--- src/gpt_pkg.sv ---
`default_nettype none
package gpt_pkg;
	localparam int unsigned SRC_CLK_HZ      = 16000000;
	localparam int unsigned PRESCALE_FAST   = 4;
	localparam int unsigned PRESCALE_SLOW   = 512;
	localparam int unsigned PRESCALE_W      = 9;
	localparam int unsigned TIMER_W         = 16;
	localparam int unsigned PWM_W           = 8;
	localparam int unsigned ADDR_W          = 4;
	localparam int unsigned DATA_W          = 16;
	localparam logic [3:0] ADDR_CTRL        = 4'h0;
	localparam logic [3:0] ADDR_RELOAD      = 4'h1;
	localparam logic [3:0] ADDR_COUNT       = 4'h2;
	localparam logic [3:0] ADDR_PWM_HIGH    = 4'h3;
	localparam logic [3:0] ADDR_PWM_LOW     = 4'h4;
	localparam logic [3:0] ADDR_STATUS      = 4'h5;
	localparam logic [3:0] ADDR_MASK        = 4'h6;
	localparam int unsigned CTRL_RUN_BIT    = 0;
	localparam int unsigned CTRL_SLOW_BIT   = 1;
	localparam int unsigned CTRL_PWM_BIT    = 2;
	localparam int unsigned EVT_WRAP_BIT    = 0;
	localparam int unsigned EVT_PWM_BIT     = 1;
	localparam logic [2:0] CTRL_RESET       = 3'h0;
	localparam logic [15:0] RELOAD_RESET    = 16'hffff;
	localparam logic [7:0] PWM_HIGH_RESET   = 8'h01;
	localparam logic [7:0] PWM_LOW_RESET    = 8'h01;
	localparam logic [1:0] MASK_RESET       = 2'h0;
endpackage
`default_nettype wire

--- src/prescaler.sv ---
`default_nettype none
module prescaler
	import gpt_pkg::*;
(
	input  wire logic clock_in,
	input  wire logic sys_rst_in,
	input  wire logic clk_en_in,
	input  wire logic run_in,
	input  wire logic slow_in,
	output logic      tick_out
);
	logic [PRESCALE_W-1:0] cnt_r;
	wire  [PRESCALE_W-1:0] last_w = slow_in ? PRESCALE_W'(PRESCALE_SLOW - 1) : PRESCALE_W'(PRESCALE_FAST - 1);
	wire                   hit_w  = run_in && (cnt_r >= last_w);
	assign tick_out = hit_w;
	always_ff @(posedge clock_in) begin
		if (sys_rst_in)
			cnt_r <= '0;
		else if (clk_en_in)
			cnt_r <= (!run_in || hit_w) ? '0 : cnt_r + 1'b1;
	end
endmodule
`default_nettype wire

--- src/general_purpose_timer.sv ---
// The address-and-strobe port and the register addresses were chosen for this implementation.
`default_nettype none
// How it works
// Sixteen-bit timer; software polls count or takes a maskable interrupt.
// Auto-reload down counter fed by a prescaler of 4 or 512.
// PWM mode drives the waveform onto the timer waveform pin.
// High phase length and low phase length come from two 8-bit registers.
// PWM phase counts advance at the same prescaled rate.
// Source clock is the 16 MHz peripheral clock from the crystal divider.
// Output high for high*ratio, low for low*ratio, repeating forever.
module general_purpose_timer
	import gpt_pkg::*;
(
	input  wire logic              clock_in,
	input  wire logic              sys_rst_in,
	input  wire logic              clk_en_in,
	input  wire logic [ADDR_W-1:0] addr_in,
	input  wire logic [DATA_W-1:0] wdata_in,
	input  wire logic              wr_in,
	input  wire logic              rd_in,
	output logic      [DATA_W-1:0] rdata_out,
	output logic                   irq_out,
	output logic                   timer_waveform_pin_out,
	output logic                   timer_waveform_pin_oe_out
);

	// ------------------------------------------------------------
	// Registers
	// ------------------------------------------------------------
	logic [2:0]         ctrl_r;
	logic [TIMER_W-1:0] reload_r;
	logic [TIMER_W-1:0] count_r;
	logic [PWM_W-1:0]   pwm_high_r;
	logic [PWM_W-1:0]   pwm_low_r;
	logic [1:0]         status_r;
	logic [1:0]         mask_r;
	logic [PWM_W-1:0]   phase_r;
	logic               level_r;
	logic [DATA_W-1:0]  rdata_r;

	wire run_w  = ctrl_r[CTRL_RUN_BIT];
	wire slow_w = ctrl_r[CTRL_SLOW_BIT];
	wire pwm_w  = ctrl_r[CTRL_PWM_BIT];
	wire wr_ctrl_w   = wr_in && (addr_in == ADDR_CTRL);
	wire wr_reload_w = wr_in && (addr_in == ADDR_RELOAD);
	wire wr_high_w   = wr_in && (addr_in == ADDR_PWM_HIGH);
	wire wr_low_w    = wr_in && (addr_in == ADDR_PWM_LOW);
	wire wr_mask_w   = wr_in && (addr_in == ADDR_MASK);
	wire rd_stat_w   = rd_in && (addr_in == ADDR_STATUS);
	wire [PWM_W-1:0] wlow_w = wdata_in[PWM_W-1:0];

	// ------------------------------------------------------------
	// Prescaler
	// ------------------------------------------------------------
	wire tick_w;
	// peripheral clock source
	// selectable prescale ratio
	prescaler u_prescaler (
		.clock_in   (clock_in),
		.sys_rst_in (sys_rst_in),
		.clk_en_in  (clk_en_in),
		.run_in     (run_w),
		.slow_in    (slow_w),
		.tick_out   (tick_w)
	);

	// ------------------------------------------------------------
	// Counter and PWM
	// ------------------------------------------------------------
	// reload on reaching zero
	wire wrap_w = tick_w && !pwm_w && (count_r == '0);
	wire [PWM_W-1:0] phase_len_w = level_r ? pwm_high_r : pwm_low_r;
	// phase ends after its length in ticks
	wire phase_end_w = tick_w && pwm_w && (phase_r + 1'b1 >= phase_len_w);
	wire pwm_evt_w = phase_end_w && !level_r;
	wire [1:0] events_w = {pwm_evt_w, wrap_w};

	always_ff @(posedge clock_in) begin
		if (sys_rst_in) begin
			ctrl_r     <= CTRL_RESET;
			reload_r   <= RELOAD_RESET;
			pwm_high_r <= PWM_HIGH_RESET;
			pwm_low_r  <= PWM_LOW_RESET;
			mask_r     <= MASK_RESET;
		end else if (clk_en_in) begin
			if (wr_ctrl_w)
				ctrl_r <= wdata_in[2:0];
			if (wr_reload_w)
				reload_r <= wdata_in;
			// phase length registers
			if (wr_high_w)
				pwm_high_r <= wdata_in[PWM_W-1:0];
			if (wr_low_w)
				pwm_low_r <= wdata_in[PWM_W-1:0];
			if (wr_mask_w)
				mask_r <= wdata_in[1:0];
		end
	end

	// sixteen-bit down counter
	always_ff @(posedge clock_in) begin
		if (sys_rst_in)
			count_r <= RELOAD_RESET;
		else if (clk_en_in) begin
			if (wr_reload_w || !run_w)
				count_r <= wr_reload_w ? wdata_in : reload_r;
			else if (wrap_w)
				count_r <= reload_r;
			else if (tick_w && !pwm_w)
				count_r <= count_r - 1'b1;
		end
	end

	// phase count steps on prescaled tick
	always_ff @(posedge clock_in) begin
		if (sys_rst_in) begin
			phase_r <= '0;
			level_r <= 1'b1;
		end else if (clk_en_in) begin
			if (!run_w || !pwm_w) begin
				phase_r <= '0;
				level_r <= 1'b1;
			end else if (phase_end_w) begin
				phase_r <= '0;
				level_r <= !level_r;
			end else if (tick_w)
				phase_r <= phase_r + 1'b1;
		end
	end

	// waveform onto the pin in PWM mode
	assign timer_waveform_pin_out    = level_r && run_w && pwm_w;
	assign timer_waveform_pin_oe_out = pwm_w;

	// ------------------------------------------------------------
	// Status, interrupt and readback
	// ------------------------------------------------------------
	// sticky flags, set wins over read clear
	always_ff @(posedge clock_in) begin
		if (sys_rst_in)
			status_r <= '0;
		else if (clk_en_in)
			status_r <= (rd_stat_w ? 2'h0 : status_r) | events_w;
	end
	assign irq_out = |(status_r & mask_r);

	logic [DATA_W-1:0] rmux_w;
	always_comb begin
		case (addr_in)
			ADDR_CTRL:     rmux_w = {13'h0, ctrl_r};
			ADDR_RELOAD:   rmux_w = reload_r;
			ADDR_COUNT:    rmux_w = count_r;
			ADDR_PWM_HIGH: rmux_w = {8'h0, pwm_high_r};
			ADDR_PWM_LOW:  rmux_w = {8'h0, pwm_low_r};
			ADDR_STATUS:   rmux_w = {14'h0, status_r};
			ADDR_MASK:     rmux_w = {14'h0, mask_r};
			default:       rmux_w = 16'h0000;
		endcase
	end
	always_ff @(posedge clock_in) begin
		if (sys_rst_in)
			rdata_r <= '0;
		else if (clk_en_in)
			rdata_r <= rd_in ? rmux_w : 16'h0000;
	end
	assign rdata_out = rdata_r;

	// ------------------------------------------------------------
	// Checks
	// ------------------------------------------------------------
	// reload after zero
	property p_reload;
		@(posedge clock_in) disable iff (sys_rst_in)
		(clk_en_in && wrap_w && !wr_reload_w && run_w) |=> (count_r == $past(reload_r));
	endproperty
	a_reload: assert property (p_reload) else $error("no reload after wrap");
	// wrap sets flag
	property p_wrap_flag;
		@(posedge clock_in) disable iff (sys_rst_in)
		(clk_en_in && wrap_w) |=> status_r[EVT_WRAP_BIT];
	endproperty
	a_wrap_flag: assert property (p_wrap_flag) else $error("wrap flag lost");
	// interrupt follows mask
	property p_irq;
		@(posedge clock_in) disable iff (sys_rst_in)
		(clk_en_in && ((events_w & mask_r) != 2'h0) && !wr_mask_w) |=> irq_out;
	endproperty
	a_irq: assert property (p_irq) else $error("irq mismatch");
	// fast ratio tick spacing
	property p_fast;
		@(posedge clock_in) disable iff (sys_rst_in)
		(tick_w && clk_en_in && !slow_w && !wr_ctrl_w) ##1 (clk_en_in && run_w && !slow_w && !wr_ctrl_w)[*3]
			|=> tick_w;
	endproperty
	a_fast: assert property (p_fast) else $error("fast ratio not 4");
	// no phase advance without tick
	property p_phase;
		@(posedge clock_in) disable iff (sys_rst_in)
		(clk_en_in && run_w && pwm_w && !tick_w && !wr_ctrl_w) |=> $stable(phase_r) && $stable(level_r);
	endproperty
	a_phase: assert property (p_phase) else $error("phase moved without tick");
	// level toggles at phase end
	property p_toggle;
		@(posedge clock_in) disable iff (sys_rst_in)
		(clk_en_in && phase_end_w && run_w && !wr_ctrl_w) |=> (level_r != $past(level_r)) && (phase_r == 8'h00);
	endproperty
	a_toggle: assert property (p_toggle) else $error("no toggle at phase end");
	// pin idle low outside PWM
	property p_pin;
		@(posedge clock_in) disable iff (sys_rst_in)
		(clk_en_in && wr_ctrl_w && !wdata_in[CTRL_PWM_BIT]) |=> !timer_waveform_pin_out && !timer_waveform_pin_oe_out;
	endproperty
	a_pin: assert property (p_pin) else $error("pin driven outside pwm");
	// written high length kept
	property p_high_wr;
		@(posedge clock_in) disable iff (sys_rst_in)
		(clk_en_in && wr_high_w) |=> (pwm_high_r == $past(wlow_w));
	endproperty
	a_high_wr: assert property (p_high_wr) else $error("high length not stored");
	// written low length kept
	property p_low_wr;
		@(posedge clock_in) disable iff (sys_rst_in)
		(clk_en_in && wr_low_w) |=> (pwm_low_r == $past(wlow_w));
	endproperty
	a_low_wr: assert property (p_low_wr) else $error("low length not stored");
	// waveform starts high
	property p_start_high;
		@(posedge clock_in) disable iff (sys_rst_in)
		(clk_en_in && wr_ctrl_w && wdata_in[CTRL_RUN_BIT] && wdata_in[CTRL_PWM_BIT] && !pwm_w)
			|=> timer_waveform_pin_out && timer_waveform_pin_oe_out;
	endproperty
	a_start_high: assert property (p_start_high) else $error("pwm did not start high");
	// period end flagged
	property p_pwm_evt;
		@(posedge clock_in) disable iff (sys_rst_in)
		(clk_en_in && pwm_evt_w) |=> status_r[EVT_PWM_BIT];
	endproperty
	a_pwm_evt: assert property (p_pwm_evt) else $error("pwm period flag lost");

	// ------------------------------------------------------------
	// Checks on counter, bus and status
	// ------------------------------------------------------------
	// count steps down
	property p_count_step;
		@(posedge clock_in) disable iff (sys_rst_in)
		(clk_en_in && run_w && !pwm_w && tick_w && (count_r != 16'h0000) && !wr_reload_w)
			|=> (count_r == $past(count_r) - 16'h0001);
	endproperty
	a_count_step: assert property (p_count_step) else $error("count did not step down");
	// count holds between ticks
	property p_count_hold;
		@(posedge clock_in) disable iff (sys_rst_in)
		(clk_en_in && run_w && !tick_w && !wr_reload_w) |=> $stable(count_r);
	endproperty
	a_count_hold: assert property (p_count_hold) else $error("count moved without tick");
	// no counting in PWM
	property p_count_pwm;
		@(posedge clock_in) disable iff (sys_rst_in)
		(clk_en_in && run_w && pwm_w && !wr_reload_w) |=> $stable(count_r);
	endproperty
	a_count_pwm: assert property (p_count_pwm) else $error("count moved in pwm mode");
	// idle count follows reload
	property p_idle_follow;
		@(posedge clock_in) disable iff (sys_rst_in)
		(clk_en_in && !run_w && !wr_reload_w) |=> (count_r == $past(reload_r));
	endproperty
	a_idle_follow: assert property (p_idle_follow) else $error("idle count not reload");
	// reload write loads count
	property p_reload_wr;
		@(posedge clock_in) disable iff (sys_rst_in)
		(clk_en_in && wr_reload_w) |=> (reload_r == $past(wdata_in)) && (count_r == $past(wdata_in));
	endproperty
	a_reload_wr: assert property (p_reload_wr) else $error("reload write not stored");
	// count readback
	property p_rd_count;
		@(posedge clock_in) disable iff (sys_rst_in)
		(clk_en_in && rd_in && (addr_in == ADDR_COUNT)) |=> (rdata_out == $past(count_r));
	endproperty
	a_rd_count: assert property (p_rd_count) else $error("count readback wrong");
	// status readback
	property p_rd_status;
		@(posedge clock_in) disable iff (sys_rst_in)
		(clk_en_in && rd_stat_w) |=> (rdata_out == {14'h0, $past(status_r)});
	endproperty
	a_rd_status: assert property (p_rd_status) else $error("status readback wrong");
	// read data zero otherwise
	property p_rd_zero;
		@(posedge clock_in) disable iff (sys_rst_in)
		(clk_en_in && !rd_in) |=> (rdata_out == 16'h0000);
	endproperty
	a_rd_zero: assert property (p_rd_zero) else $error("read data not zero");
	// status read clears
	property p_stat_clear;
		@(posedge clock_in) disable iff (sys_rst_in)
		(clk_en_in && rd_stat_w && (events_w == 2'h0)) |=> (status_r == 2'h0);
	endproperty
	a_stat_clear: assert property (p_stat_clear) else $error("status not cleared");
	// status bits sticky
	property p_stat_hold;
		@(posedge clock_in) disable iff (sys_rst_in)
		(clk_en_in && !rd_stat_w) |=> ((status_r & $past(status_r)) == $past(status_r));
	endproperty
	a_stat_hold: assert property (p_stat_hold) else $error("status bit lost");
	// clock enable freezes state
	property p_freeze;
		@(posedge clock_in) disable iff (sys_rst_in)
		!clk_en_in |=> $stable(count_r) && $stable(status_r) && $stable(phase_r) && $stable(level_r)
			&& $stable(ctrl_r) && $stable(rdata_out);
	endproperty
	a_freeze: assert property (p_freeze) else $error("state moved while frozen");
endmodule
`default_nettype wire

--- config.mk ---
export PLATFORM = sky130hd
export DESIGN_NAME = general_purpose_timer
export DESIGN_NICKNAME = d
export VERILOG_FILES = /design/src/gpt_pkg.sv /design/src/prescaler.sv /design/src/general_purpose_timer.sv
export SDC_FILE = /design/constraint.sdc
export NUM_CORES = 1
export LEC_CHECK = 0
export ABC_AREA = 1
export BUFFER_PORTS_ARGS = -buffer_cell sky130_fd_sc_hd__buf_2
export CAP_MARGIN = 10
export CORE_MARGIN = 4
export CORE_UTILIZATION = 55
export DETAILED_ROUTE_END_ITERATION = 6
export PLACE_DENSITY = 0.83
export SLEW_MARGIN = 10
export SYNTH_ARGS = -nofsm -noshare
export SYNTH_HDL_FRONTEND = slang
export SYNTH_SLANG_ARGS = --single-unit
--- constraint.sdc ---
create_clock -name clock_in -period 4.5 [get_ports clock_in]
set_input_delay 0.675 -clock clock_in [delete_from_list [all_inputs] [get_ports clock_in]]
set_output_delay 0.675 -clock clock_in [all_outputs]
set_load 0.01 [all_outputs]
### Yosys cells after proc, flatten, opt, wreduce, memory -nomap -nowiden

Index checks and enable logic that the tools add are counted.

| word-level totals | value |
|---|---|
| bits in registers | 89 |
| bits of input ports | 25 |
| output and inout port bits | 19 |
| logic and storage cells | 72 |

| cells by class | value |
|---|---|
| add/subtract/negate cells | 3 |
| magnitude comparators | 2 |
| equal/unequal tests | 6 |
| multiplexer cells | 15 |
| bitwise operators | 2 |
| reductions and logical operators | 33 |

Operators with widths:

| cell | number |
|---|---|
| $pmux 16 s7 | 1 |
| $mux 16 | 5 |
| $mux 8 | 4 |
| $mux 9 | 2 |
| $logic_not 16->1 | 1 |
| $sub 16x1->16 const B | 1 |
| $logic_and 1x1->1 | 14 |
| $reduce_and 2->1 | 7 |
| $eq 4x3->1 const B | 3 |
| $add 9x1->9 const B | 1 |
| $ge 9x9->1 | 1 |
| $add 8x1->8 const B | 1 |
| $eq 4x2->1 const B | 2 |
| $ge 8x8->1 | 1 |
| $reduce_bool 3->1 | 2 |
| $eq 4x1->1 const B | 1 |
| $logic_not 4->1 | 1 |
| $logic_not 1->1 | 3 |
| $logic_or 1x1->1 | 3 |
| $and 2x2->2 | 1 |
| $mux 1 | 2 |
| $mux 2 | 1 |
| $or 2x2->2 | 1 |
| $reduce_bool 2->1 | 1 |
| $reduce_or 2->1 | 1 |

### Logic depth before layout (Yosys ltp)

Gate-level depths: netlist of the first run.

| logic depth | value |
|---|---|
| depth in word-level cells | 7 |
| mapped depth | 15 |
| gate-level depth less buffers | 15 |

### By module

A second synthesis of the first run with hierarchy kept.

| second synthesis, totals | value |
|---|---|
| cells, all modules | 779 |
| area total of the unflattened synthesis | 5142.4 µm² |

Modules (own cells, without submodules):

| module | instances | cells an instance | area each (µm²) | sequential area each (µm²) |
|---|---|---|---|---|
| general_purpose_timer | 1 | 687 | 4488.1 | 1601.5 |
| prescaler | 1 | 92 | 654.4 | 180.2 |

### Least setup slack after synthesis of the first run

OpenSTA, ideal clock, no wires.

| timing | value |
|---|---|
| path kind | register to register |
| start point | reg phase_r[0] |
| end point | reg level_r |
| setup time | 0.130 ns |
| arrival | 2.066 ns |
| data required time | 4.370 ns |
| setup slack | 2.304 ns |
| stages on the path, launching flop included | 16 |
| clock period less this slack | 2.196 ns |
| cells stage by stage | dfxtp_1 -> ha_1 -> nand3_1 -> nand3b_1 -> xor2_1 -> inv_1 -> ha_1 -> nand2_1 -> nor2_1 -> nand4_1 -> nand3_1 -> nand3_1 -> nand2_1 -> nand2_1 -> nand2_1 -> nand3_1 |

| between the ends | value |
|---|---|
| longest elaborated chain between the ends | 5 |

Ends and longest elaborated chain:

| element | line | source |
|---|---|---|
| start, declared | general_purpose_timer.sv:37 | `logic [PWM_W-1:0] phase_r;` |
| start signal, assigned | general_purpose_timer.sv:127 | `phase_r <= phase_r + 1'b1;` |
| $add 8x1->8 | general_purpose_timer.sv:74 | `wire phase_end_w = tick_w && pwm_w && (phase_r + 1'b1 >= phase_len_w);` |
| $ge 8x8->1 | general_purpose_timer.sv:74 |  |
| $logic_and 1x1->1 | general_purpose_timer.sv:74 |  |
| $reduce_bool 2->1 (no source line) | - |  |
| $reduce_and 2->1 (no source line) | - |  |
| end signal, assigned | general_purpose_timer.sv:125 | `level_r <= !level_r;` |
| end, declared | general_purpose_timer.sv:38 | `logic level_r;` |

No other way between the ends.
A chain may end at the register's enable or synchronous reset.

### Worst setup path in the final report of the first run

| timing | value |
|---|---|
| start point | reg ctrl_r[1] |
| end point | reg count_r[1] |

| between the ends | value |
|---|---|
| longest elaborated chain between the ends | 7 |
| elaborated cells on any way between the ends | 9 |
| those cells by class | 1 x order compare; 3 x mux; 5 x reduce/logical |

Ends and longest elaborated chain:

| element | line | source |
|---|---|---|
| start, declared | general_purpose_timer.sv:30 | `logic [2:0] ctrl_r;` |
| start signal, assigned | general_purpose_timer.sv:87 | `ctrl_r <= wdata_in[2:0];` |
| $mux 9 * | prescaler.sv:13 | `wire [PRESCALE_W-1:0] last_w = slow_in ? PRESCALE_W'(PRESCALE_SLOW - 1) : PRESCALE_W'(PRESCALE_FAST - 1);` |
| $ge 9x9->1 * | prescaler.sv:14 | `wire hit_w = run_in && (cnt_r >= last_w);` |
| $logic_and 1x1->1 * | prescaler.sv:14 |  |
| $logic_and 1x1->1 * | general_purpose_timer.sv:71, general_purpose_timer.sv:109 |  |
| $logic_and 1x1->1 | general_purpose_timer.sv:71 | `wire wrap_w = tick_w && !pwm_w && (count_r == '0);` |
| $reduce_bool 3->1 (no source line) or $mux 16 (tied branches) | - |  |
| $reduce_and 2->1 (no source line) or $mux 16 (tied branches) | - |  |
| end signal, assigned | general_purpose_timer.sv:106 | `count_r <= wr_reload_w ? wdata_in : reload_r;` |
| end signal, assigned | general_purpose_timer.sv:108 | `count_r <= reload_r;` |
| end signal, assigned | general_purpose_timer.sv:110 | `count_r <= count_r - 1'b1;` |
| end, declared | general_purpose_timer.sv:32 | `logic [TIMER_W-1:0] count_r;` |

Every way passes the cells marked *; elsewhere a longest branch is shown, timed or not.

==> flow_summary.yaml, run 1 <==
clock_network:
  clk_pin_slew_worst_paths_ns: 0.09
  cts_bufs_inserted: 9
  clock_sink_count: 89
  clock_path_buffers: 2
  cts-root-buf: "clkbuf_8"
  postCtsSetupBuffers: 0
  cts_hold_buffers: 0
  cts.htree.levels: 3
  cts_resized: 0
  clock_tree_from_tritoncts: "built"
  clk-insertion-delay-late_ns: 0.37
timing:
  clk_skew_ns: 0.009417
  final_period_minus_worst_setup_slack_ns: 2.790
  setup_repair_after_global_routing_missed_its_margin: "no"
  maxSlewHeadroom: 0.2216
  timing.final.crit_share: 0.6200
  timing_worst_slew_pin_value_ns: 1.168
  timing_hold_violations_final: 0
  final.setup.worst_slack_ns: 1.710
  fmaxAchievable_mhz: 358.4
  fin_tns_setup_ns: 0
  final_max_slew_viol_count: 0
  finalSetupViolations: 0
power_and_ir_drop:
  ir_drop_v: 0.0001659
  power.leakage_nw: 2.571
  power_density_mw_per_mm2: 304.3
floorplanning:
  design.portCount: 44
  placeableCoreArea_mm2: 0.008891
  std_cell_rows: 34
  die_area_mm2: 0.01091
  fp.dieW_um: 104.4
  die_y_um: 104.4
  initial_core_util: 0.5753
yosys:
  number_of_synthesized_flops_with_an_enable_pin: 0
  syn_area_mm2: 0.005115
  ys_seq_elements: 89
  synthesis.area_per_instance_um2: 6.856
  postSynthCellCount: 746
  netlist-cell-type-count: 36
  ys_async_sr_fraction: 0
  post-synth-top-area-cell: "dfxtp_1"
  synthFlopType: "dfxtp_1"
  synthesis.nets: 789
  post_synth_most_frequent_cells: "nand2_1 (180), dfxtp_1 (89), inv_1 (78), nor2_1 (65), a21oi_1 (61)"
  synth.top_cells.by_area: "dfxtp_1 (35%), nand2_1 (13%), a21oi_1 (6.0%)"
  yosysMostFrequentCell: "nand2_1"
  synth_warnings: 0
  synth_sequential_area_ratio: 0.3483
  synthDominantCellAreaShare: 0.3483
routing:
  drc_violation_total_after_the_first_tritonroute_iteration: 392
  drc_errors: 0
  wl_per_cell_um: 15.77
  wl_um: 13970
  detailroute.via_count: 5238
  route.detailed.vias_per_inst: 5.912
  first_pass_iters: 5
  ant_nets: 0
setup_path:
  worst_setup_path_type: "reg2reg"
  path_max_fanout: 16
  r2r_end: "count_r[1]"
  critPathRequiredTime_ns: 4.77
  regToRegSetupSlack_ns: 1.71
  critical_path.startpoint_type: "flip-flop"
  worstRegToRegCells: 15
  kind_of_end_point_of_the_critical_path: "flip-flop"
  critical_path_arrival_ns: 3.06
  crit-reg2reg-launch: "ctrl_r[1]"
final_layout:
  number_of_inserted_diodes: 0
  layout-drive-gt1-share: 0.1208
  total_nets_final: 817
  ff_latch_area_mm2: 0.001782
  layout-area-overhead-vs-synth_pct: 9.198
  filler_cells: 806
  multiInputGateArea_mm2: 0.002885
global_route:
  grtUsageMet1: 0.3182
  grt_usage: 0.2541
  globalRoute.totalOverflow: 0
  global_route_wire_length_before_repair_um: 23130
  number_of_global_route_vias_before_repair: 4887
  globalRoute.busiestLayer: "met2"
  grt_start_max_net_pins: 43
  grt_antenna_before_repair: 0
  global_route.usage.met2: 0.4294
  grtUsageMet3: 0.04718
place:
  gp_congestion: 0.8970
  post-place-ws_ns: 1.584
  placement.io_buffers: 43
  hpwl_um: 10070
hold_path:
  worst_hold_startpoint: "rdata_out[15]"
  hold_critical_path_depth: 2
  worstHoldEndpoint: "rdata_out[15]"
  min-delay-path-class: "reg2reg"
outcome:
  run_status: "finished, final reports clean"
run:
  cap_violations: 0
==> flip-flops by register name, summed over array words and instances (netlist names) <==
name	cells
pwm_low_r	8
level_r	1
count_r	16
status_r	2
pwm_high_r	8
ctrl_r	3
u_prescaler.cnt_r	9
mask_r	2
reload_r	16
rdata_out	16
phase_r	8
==> metal layers <==
metal | wire (µm) | share of wire | vias to the layer above
met5 | 0 | 0 | -
met4 | 362 | 0.026 | 0
met3 | 1058 | 0.076 | 39
met2 | 6663 | 0.48 | 259
met1 | 5884 | 0.42 | 2417
li1 | - | - | 2523
==> worst max path at each step <==
stage / from / to / slack (ns) / cells past startpoint
finish: ctrl_r[1] / count_r[1] / 1.71 / 15
global route: ctrl_r[1] / count_r[6] / 1.44 / 15
CTS: ctrl_r[1] / count_r[3] / 1.72 / 15
detailed placement: clk_en_in / rdata_out[5] / 1.58 / 5
global placement: clk_en_in / rdata_out[0] / 1.66 / 5
floorplan: phase_r[0] / level_r / 2.30 / 15
==> cell families (layout without fill, tap and decap cells) <==
group / count (synthesis) / after routing / share of synthesized area
fa+ha+maj: 18 / 18 / 0.04403
xor+xnor: 23 / 23 / 0.03938
compound gates: 181 / 181 / 0.2018
simple gates: 325 / 325 / 0.2776
flops: 89 / 89 / 0.3483
buf+inv: 110 / 142 / 0.08880
==> through the flow <==
| step | total power, mW | instance area, µm² | utilization | hold WS (ns) | cells |
|---|---|---|---|---|---|
| finish | 1.700 | 5585 | 0.6282 | 0.4696 | 886 |
| CTS | 1.697 | 5585 | 0.6282 | 0.4728 | 886 |
| detailed placement | 1.042 | 5344 | 0.6010 | 0.4562 | 871 |
| global route | 1.759 | 5585 | 0.6282 | 0.4965 | 886 |
| global placement | 1.033 | 5344 | 0.6010 | 0.4435 | 871 |
| floorplan | 0.9842 | 5115 | - | 0.4335 | 746 |
==> cell type report <==
cell class,count,share of cell area
clock buffer,10,0.02464
clock inverter,5,0.01859
inverter,81,0.05444
multi-input combinational,547,0.5166
sequential,89,0.3190
tap,108,0.02419
timing repair buffer,46,0.04256
==> critical path, stage by stage (launching register included) <==
cell and delay (ns):
dfxtp_1 0.31, inv_1 0.22, ha_1 0.31, nand2_1 0.11
nor2_1 0.06, nand2_1 0.06, nand2_1 0.05, nor2_2 0.11
nand2_2 0.09, nand2_2 0.10, nor2_4 0.09, o21ai_2 0.60
buf_4 0.34, inv_1 0.11, nand2_1 0.09, nand2_1 0.05
==> layout by cell type (no fill, tap or decap), types with 2 or more instances in the layout <==
cell type and count:
nor3_1 3, xnor2_1 2, or2_2 2, o21ai_1 9
nor2_2 4, a21oi_2 10, nand2_1 180, nand4_1 11
xor2_1 21, nor2_1 65, o221ai_1 3, inv_2 2
o21ai_0 59, nand3b_1 5, o211ai_1 16, a21oi_1 61
ha_1 18, clkbuf_8 10, inv_1 78, buf_2 43
o31ai_1 2, dfxtp_1 89, buf_4 3, nor2_4 5
nand2_2 5, bufinv_16 3, nand3_1 42, o22ai_1 18
==> report_power, final <==
part           leakage (nW)  total (mW)  switching, mW  internal [mW]
clock                 0.122       0.668          0.288          0.381
combinational          1.72       0.194          0.131         0.0631
sequential            0.726       0.837         0.0251          0.812
total                  2.57        1.70          0.443           1.26
No activity file was read; power rests on OpenSTA's default activity.
==> run 2: changes to the inputs <==
- CORE_UTILIZATION: 55 -> 54
- PLACE_DENSITY: 0.83 -> 0.85
- clock period: 4.5 -> 2.4 ns (I/O delays scaled with it)
==> flow_summary.yaml, run 2 (synthesis gave the netlist of run 1 again) <==
floorplanning:
  std_cell_rows: 35
  die_area_mm2: 0.01109
  fp.dieW_um: 105.3
  design.portCount: 44
  die_y_um: 105.3
  initial_core_util: 0.5536
  placeableCoreArea_mm2: 0.009240
final_layout:
  filler_cells: 834
  layout-area-overhead-vs-synth_pct: 14.24
  layout-drive-gt1-share: 0.1673
  number_of_inserted_diodes: 0
  layout_commonest_cell: "nand2_1"
  total_nets_final: 839
  layout.cells.most_common_list: "nand2_1 (176), dfxtp_1 (86), inv_1 (76)"
  finalCoreUtilization: 0.6324
routing:
  ant_nets: 0
  detailroute.via_count: 5281
  drc_errors: 0
  wl_um: 13950
  first_pass_iters: 5
  wl_per_cell_um: 15.00
  drc_violation_total_after_the_first_tritonroute_iteration: 472
  route.detailed.vias_per_inst: 5.678
timing:
  final.setup.worst_slack_ns: 0.1266
  fmaxAchievable_mhz: 439.9
  finalSetupViolations: 0
  timing.final.crit_share: 0.9473
  timing_worst_slew_pin_value_ns: 0.5642
  final_max_slew_viol_count: 0
  final.hold.worst_slack_ns: 0.3089
  final_period_minus_worst_setup_slack_ns: 2.273
  maxSlewHeadroom: 0.6229
  timing_hold_violations_final: 0
  clk_skew_ns: 0.01186
clock_network:
  clock_tree_from_tritoncts: "built"
  cts-root-buf: "clkbuf_8"
  cts.htree.levels: 3
  cts_hold_buffers: 0
  cts_bufs_inserted: 9
  clk-insertion-delay-late_ns: 0.37
  clock_path_buffers: 2
  clk_pin_slew_worst_paths_ns: 0.10
  clock_sink_count: 89
global_route:
  grt_usage: 0.2505
  number_of_global_route_vias_before_repair: 4862
  grt_start_max_net_pins: 43
  grt_antenna_before_repair: 0
  global_route_wire_length_before_repair_um: 22810
  globalRoute.totalOverflow: 0
place:
  placement.io_buffers: 43
  post-place-ws_ns: 0.06475
  gp_congestion: 0.9954
  hpwl_um: 10320
power_and_ir_drop:
  power_density_mw_per_mm2: 521.4
  power.leakage_nw: 2.684
  ir_drop_v: 0.0002590
  fin_total_pwr_mw: 3.047
setup_path:
  kind_of_end_point_of_the_critical_path: "flip-flop"
  critical_path.startpoint_type: "flip-flop"
  regToRegSetupSlack_ns: 0.13
  worst_setup_path_type: "reg2reg"
  critical_path_arrival_ns: 2.54
  critPathRequiredTime_ns: 2.67
  path_max_fanout: 9
hold_path:
  min-delay-path-class: "in2reg"
outcome:
  run_status: "finished, final reports clean"
run:
  cap_violations: 0
run 2: cell count changes in the layout (fill, tap and decap cells not counted), moves of 3 or more:
cell	delta
buf_4	+15
nor2_1	-4
nor2_2	+4
nand2_2	+3
dfxtp_1	-3
clkinvlp_4	+3
buf_6	+5
nand2_1	-4
run 2: final timing paths:
path                startpoint           end  cells after the start
hold reg to reg   rdata_out[4]  rdata_out[4]                      2
setup reg to reg     ctrl_r[1]    phase_r[5]                     15
hold / removal     wdata_in[0]     mask_r[0]                      3
setup / recovery     ctrl_r[1]    phase_r[5]                     15
run 2: final cells by class:
class	instances	area, µm²	share of cell area
tap	129	161.4	0.02762
inverter	81	311.5	0.05332
multi-input combinational	547	2940	0.5032
sequential	89	1788	0.3060
clock inverter	6	72.57	0.01242
timing repair buffer	68	431.7	0.07388
clock buffer	10	137.6	0.02355
run 2: what timing repair did:
item | in CTS | in global routing
setup buffers | 0 | 7
resized for setup | 0 | 26
endpoints found under the hold margin | 0 | 0
endpoints found under the setup margin | 0 | 23
run 2: worst max-delay path, cell delays in order, from the launching register on:
cell and delay [ns]:
dfxtp_2 0.35, clkinvlp_4 0.10, buf_12 0.14, ha_1 0.30, nand2_2 0.10, nor2_1 0.05
nand2_1 0.06, nand2_1 0.05, nor2_2 0.11, nand2_2 0.11, nand2_4 0.09, nand2_1 0.07
nand2_2 0.17, clkinvlp_4 0.21, o21ai_0 0.22, a21oi_1 0.06
run 2: per-layer routing:
layer	GRT usage	share of wire	vias to the layer above
li1	-	-	2579
met1	0.3445	0.45	2420
met2	0.3875	0.44	245
met3	0.04776	0.084	37
met4	0.09747	0.023	0
met5	0	0	-
run 2: where the power goes:
part	internal, mW	switching [mW]	leakage [nW]
combinational	0.132	0.243	1.85
clock	0.521	0.585	0.103
sequential	1.52	0.0436	0.728
total	2.18	0.872	2.68
run 2: per-stage QoR:
step	instance area [µm²]	setup TNS [ns]	instances
floorplan	5115	0	746
detailed placement	5483	0	907
global placement	5483	0	907
global route	5843	-0.1334	930
CTS	5693	0	923
finish	5843	0	930
==> run 3: changes to the inputs <==
- CAP_MARGIN: 10 -> not set
- CORE_MARGIN: 4 -> not set
- REMOVE_ABC_BUFFERS: not set -> 1
==> flow_summary.yaml, run 3 (synthesis gave the netlist of run 1 again) <==
outcome:
  run_status: "finished, final reports clean"
timing:
  final_period_minus_worst_setup_slack_ns: 2.330
  maxSlewHeadroom: 0.6352
  timing.final.crit_share: 0.9706
  timing_worst_slew_pin_value_ns: 0.5472
  timing_hold_violations_final: 0
  finalSetupViolations: 0
  final_max_slew_viol_count: 0
  fmaxAchievable_mhz: 429.3
  clk_skew_ns: 0.009142
floorplanning:
  die_area_mm2: 0.009865
  initial_core_util: 0.5562
  placeableCoreArea_mm2: 0.009196
  std_cell_rows: 35
  fp.dieW_um: 99.33
  die_y_um: 99.33
  design.portCount: 44
setup_path:
  worstRegToRegCells: 14
  path_max_fanout: 6
  critical_path_arrival_ns: 2.55
  kind_of_end_point_of_the_critical_path: "flip-flop"
  regToRegSetupSlack_ns: 0.07
  r2r_end: "phase_r[1]"
  critical_path.startpoint_type: "flip-flop"
  crit-reg2reg-launch: "phase_r[1]"
  critPathRequiredTime_ns: 2.62
  worst_setup_path_type: "reg2reg"
clock_network:
  clock_sink_count: 89
  cts_hold_buffers: 0
  clk-insertion-delay-late_ns: 0.37
  cts-root-buf: "clkbuf_8"
  cts_bufs_inserted: 9
  clock_path_buffers: 2
  cts.htree.levels: 3
  clk_pin_slew_worst_paths_ns: 0.09
  clock_tree_from_tritoncts: "built"
final_layout:
  finalCoreUtilization: 0.6257
  total_nets_final: 833
  number_of_inserted_diodes: 0
  instances_no_fill: 905
  layout.cells.most_common_list: "nand2_1 (177), dfxtp_1 (86), inv_1 (77)"
  layout-drive-gt1-share: 0.1549
  filler_cells: 821
  layout-area-overhead-vs-synth_pct: 12.50
  layout_commonest_cell: "nand2_1"
power_and_ir_drop:
  ir_drop_v: 0.0003139
  power.leakage_nw: 2.628
  fin_total_pwr_mw: 3.000
  power_density_mw_per_mm2: 521.4
hold_path:
  hold_critical_path_depth: 3
  min-delay-path-class: "in2reg"
  worstHoldEndpoint: "mask_r[0]"
  worst_hold_startpoint: "wdata_in[0]"
global_route:
  globalRoute.totalOverflow: 0
  grt_antenna_before_repair: 0
  number_of_global_route_vias_before_repair: 4877
  global_route_wire_length_before_repair_um: 22660
  grt_start_max_net_pins: 43
  grt_usage: 0.2844
run:
  cap_violations: 0
place:
  placed_cells_incl_taps: 886
  hpwl_um: 9466
  gp_congestion: 0.9589
  placement.io_buffers: 43
routing:
  drc_violation_total_after_the_first_tritonroute_iteration: 471
  route.detailed.vias_per_inst: 5.743
  detailroute.via_count: 5197
  ant_nets: 0
  wl_per_cell_um: 15.17
  drc_errors: 0
  first_pass_iters: 5
  wl_um: 13730
==> run 3: cell types whose count changed in the layout (fill, tap and decap cells not counted), sizes merged <==
cell    previous run  this run
clkbuf            10        13
buf               68        61
inv               81        80
clkinv             2         0
==> run 3: repair_timing <==
item | 4_1_cts | 5_1_grt
gates resized for setup | 4 | 16
pin swaps | 1 | 7
gates cloned | 0 | 1
setup buffers | 1 | 2
setup endpoints to repair | 10 | 19
==> run 3: through the flow <==
step | setup WS (ns) | TNS [ns] | instance area [µm²] | hold WS (ns)
6_report | 0.07044 | 0 | 5754 | 0.3116
5_1_grt | -0.1075 | -0.5649 | 5754 | 0.3289
4_1_cts | 0.009421 | 0 | 5662 | 0.3106
3_5_place_dp | -0.03789 | -0.1849 | 5450 | 0.4471
3_3_place_gp | 0.1477 | 0 | 5450 | 0.4426
2_1_floorplan | -0.1315 | -0.5259 | 4965 | 0.4263
==> run 3: how the worst max path moves through the flow <==
| stage | startpoint | end | slack [ns] | cells after the start |
|---|---|---|---|---|
| after floorplan | ctrl_r[1] | count_r[1] | -0.13 | 14 |
| after global placement | phase_r[0] | phase_r[7] | 0.15 | 14 |
| after detailed placement | phase_r[0] | phase_r[2] | -0.04 | 14 |
| after CTS | phase_r[1] | phase_r[6] | 0.009 | 14 |
| after global routing | phase_r[1] | phase_r[7] | -0.11 | 14 |
| final | phase_r[1] | phase_r[1] | 0.07 | 14 |
==> run 3: final cells by class <==
cell class                 count  area (µm²)  area share
clock buffer                  13       158.9     0.02761
clock inverter                 2       37.54    0.006523
inverter                      81       307.8     0.05349
multi-input combinational    547        2948      0.5123
sequential                    89        1788      0.3107
tap                          111       138.9     0.02414
timing repair buffer          61       370.4     0.06436
timing repair inverter         1       5.005   0.0008698
==> run 3: layer usage <==
layer,wire [µm],global-route usage,share of wire
met1,5902,0.3676,0.43
met2,6450,0.4754,0.47
met3,1104,0.06325,0.080
met4,267,0.08371,0.019
met5,0,0,0
==> run 3: power breakdown <==
part	internal (mW)	switching, mW
Sequential	1.52	0.0431
Combinational	0.132	0.247
Clock	0.534	0.523
==> run 3: critical path, cell delays in order (launching register included) <==
cell      delay (ns)
dfxtp_4         0.39
ha_4            0.16
nand3_4         0.08
nand3b_1        0.22
xor2_1          0.16
inv_1           0.10
ha_4            0.27
nand2_2         0.05
nor2_2          0.11
nand4_1         0.13
nand3_2         0.09
nand3_2         0.10
buf_6           0.17
nand4_1         0.08
a21oi_1         0.08
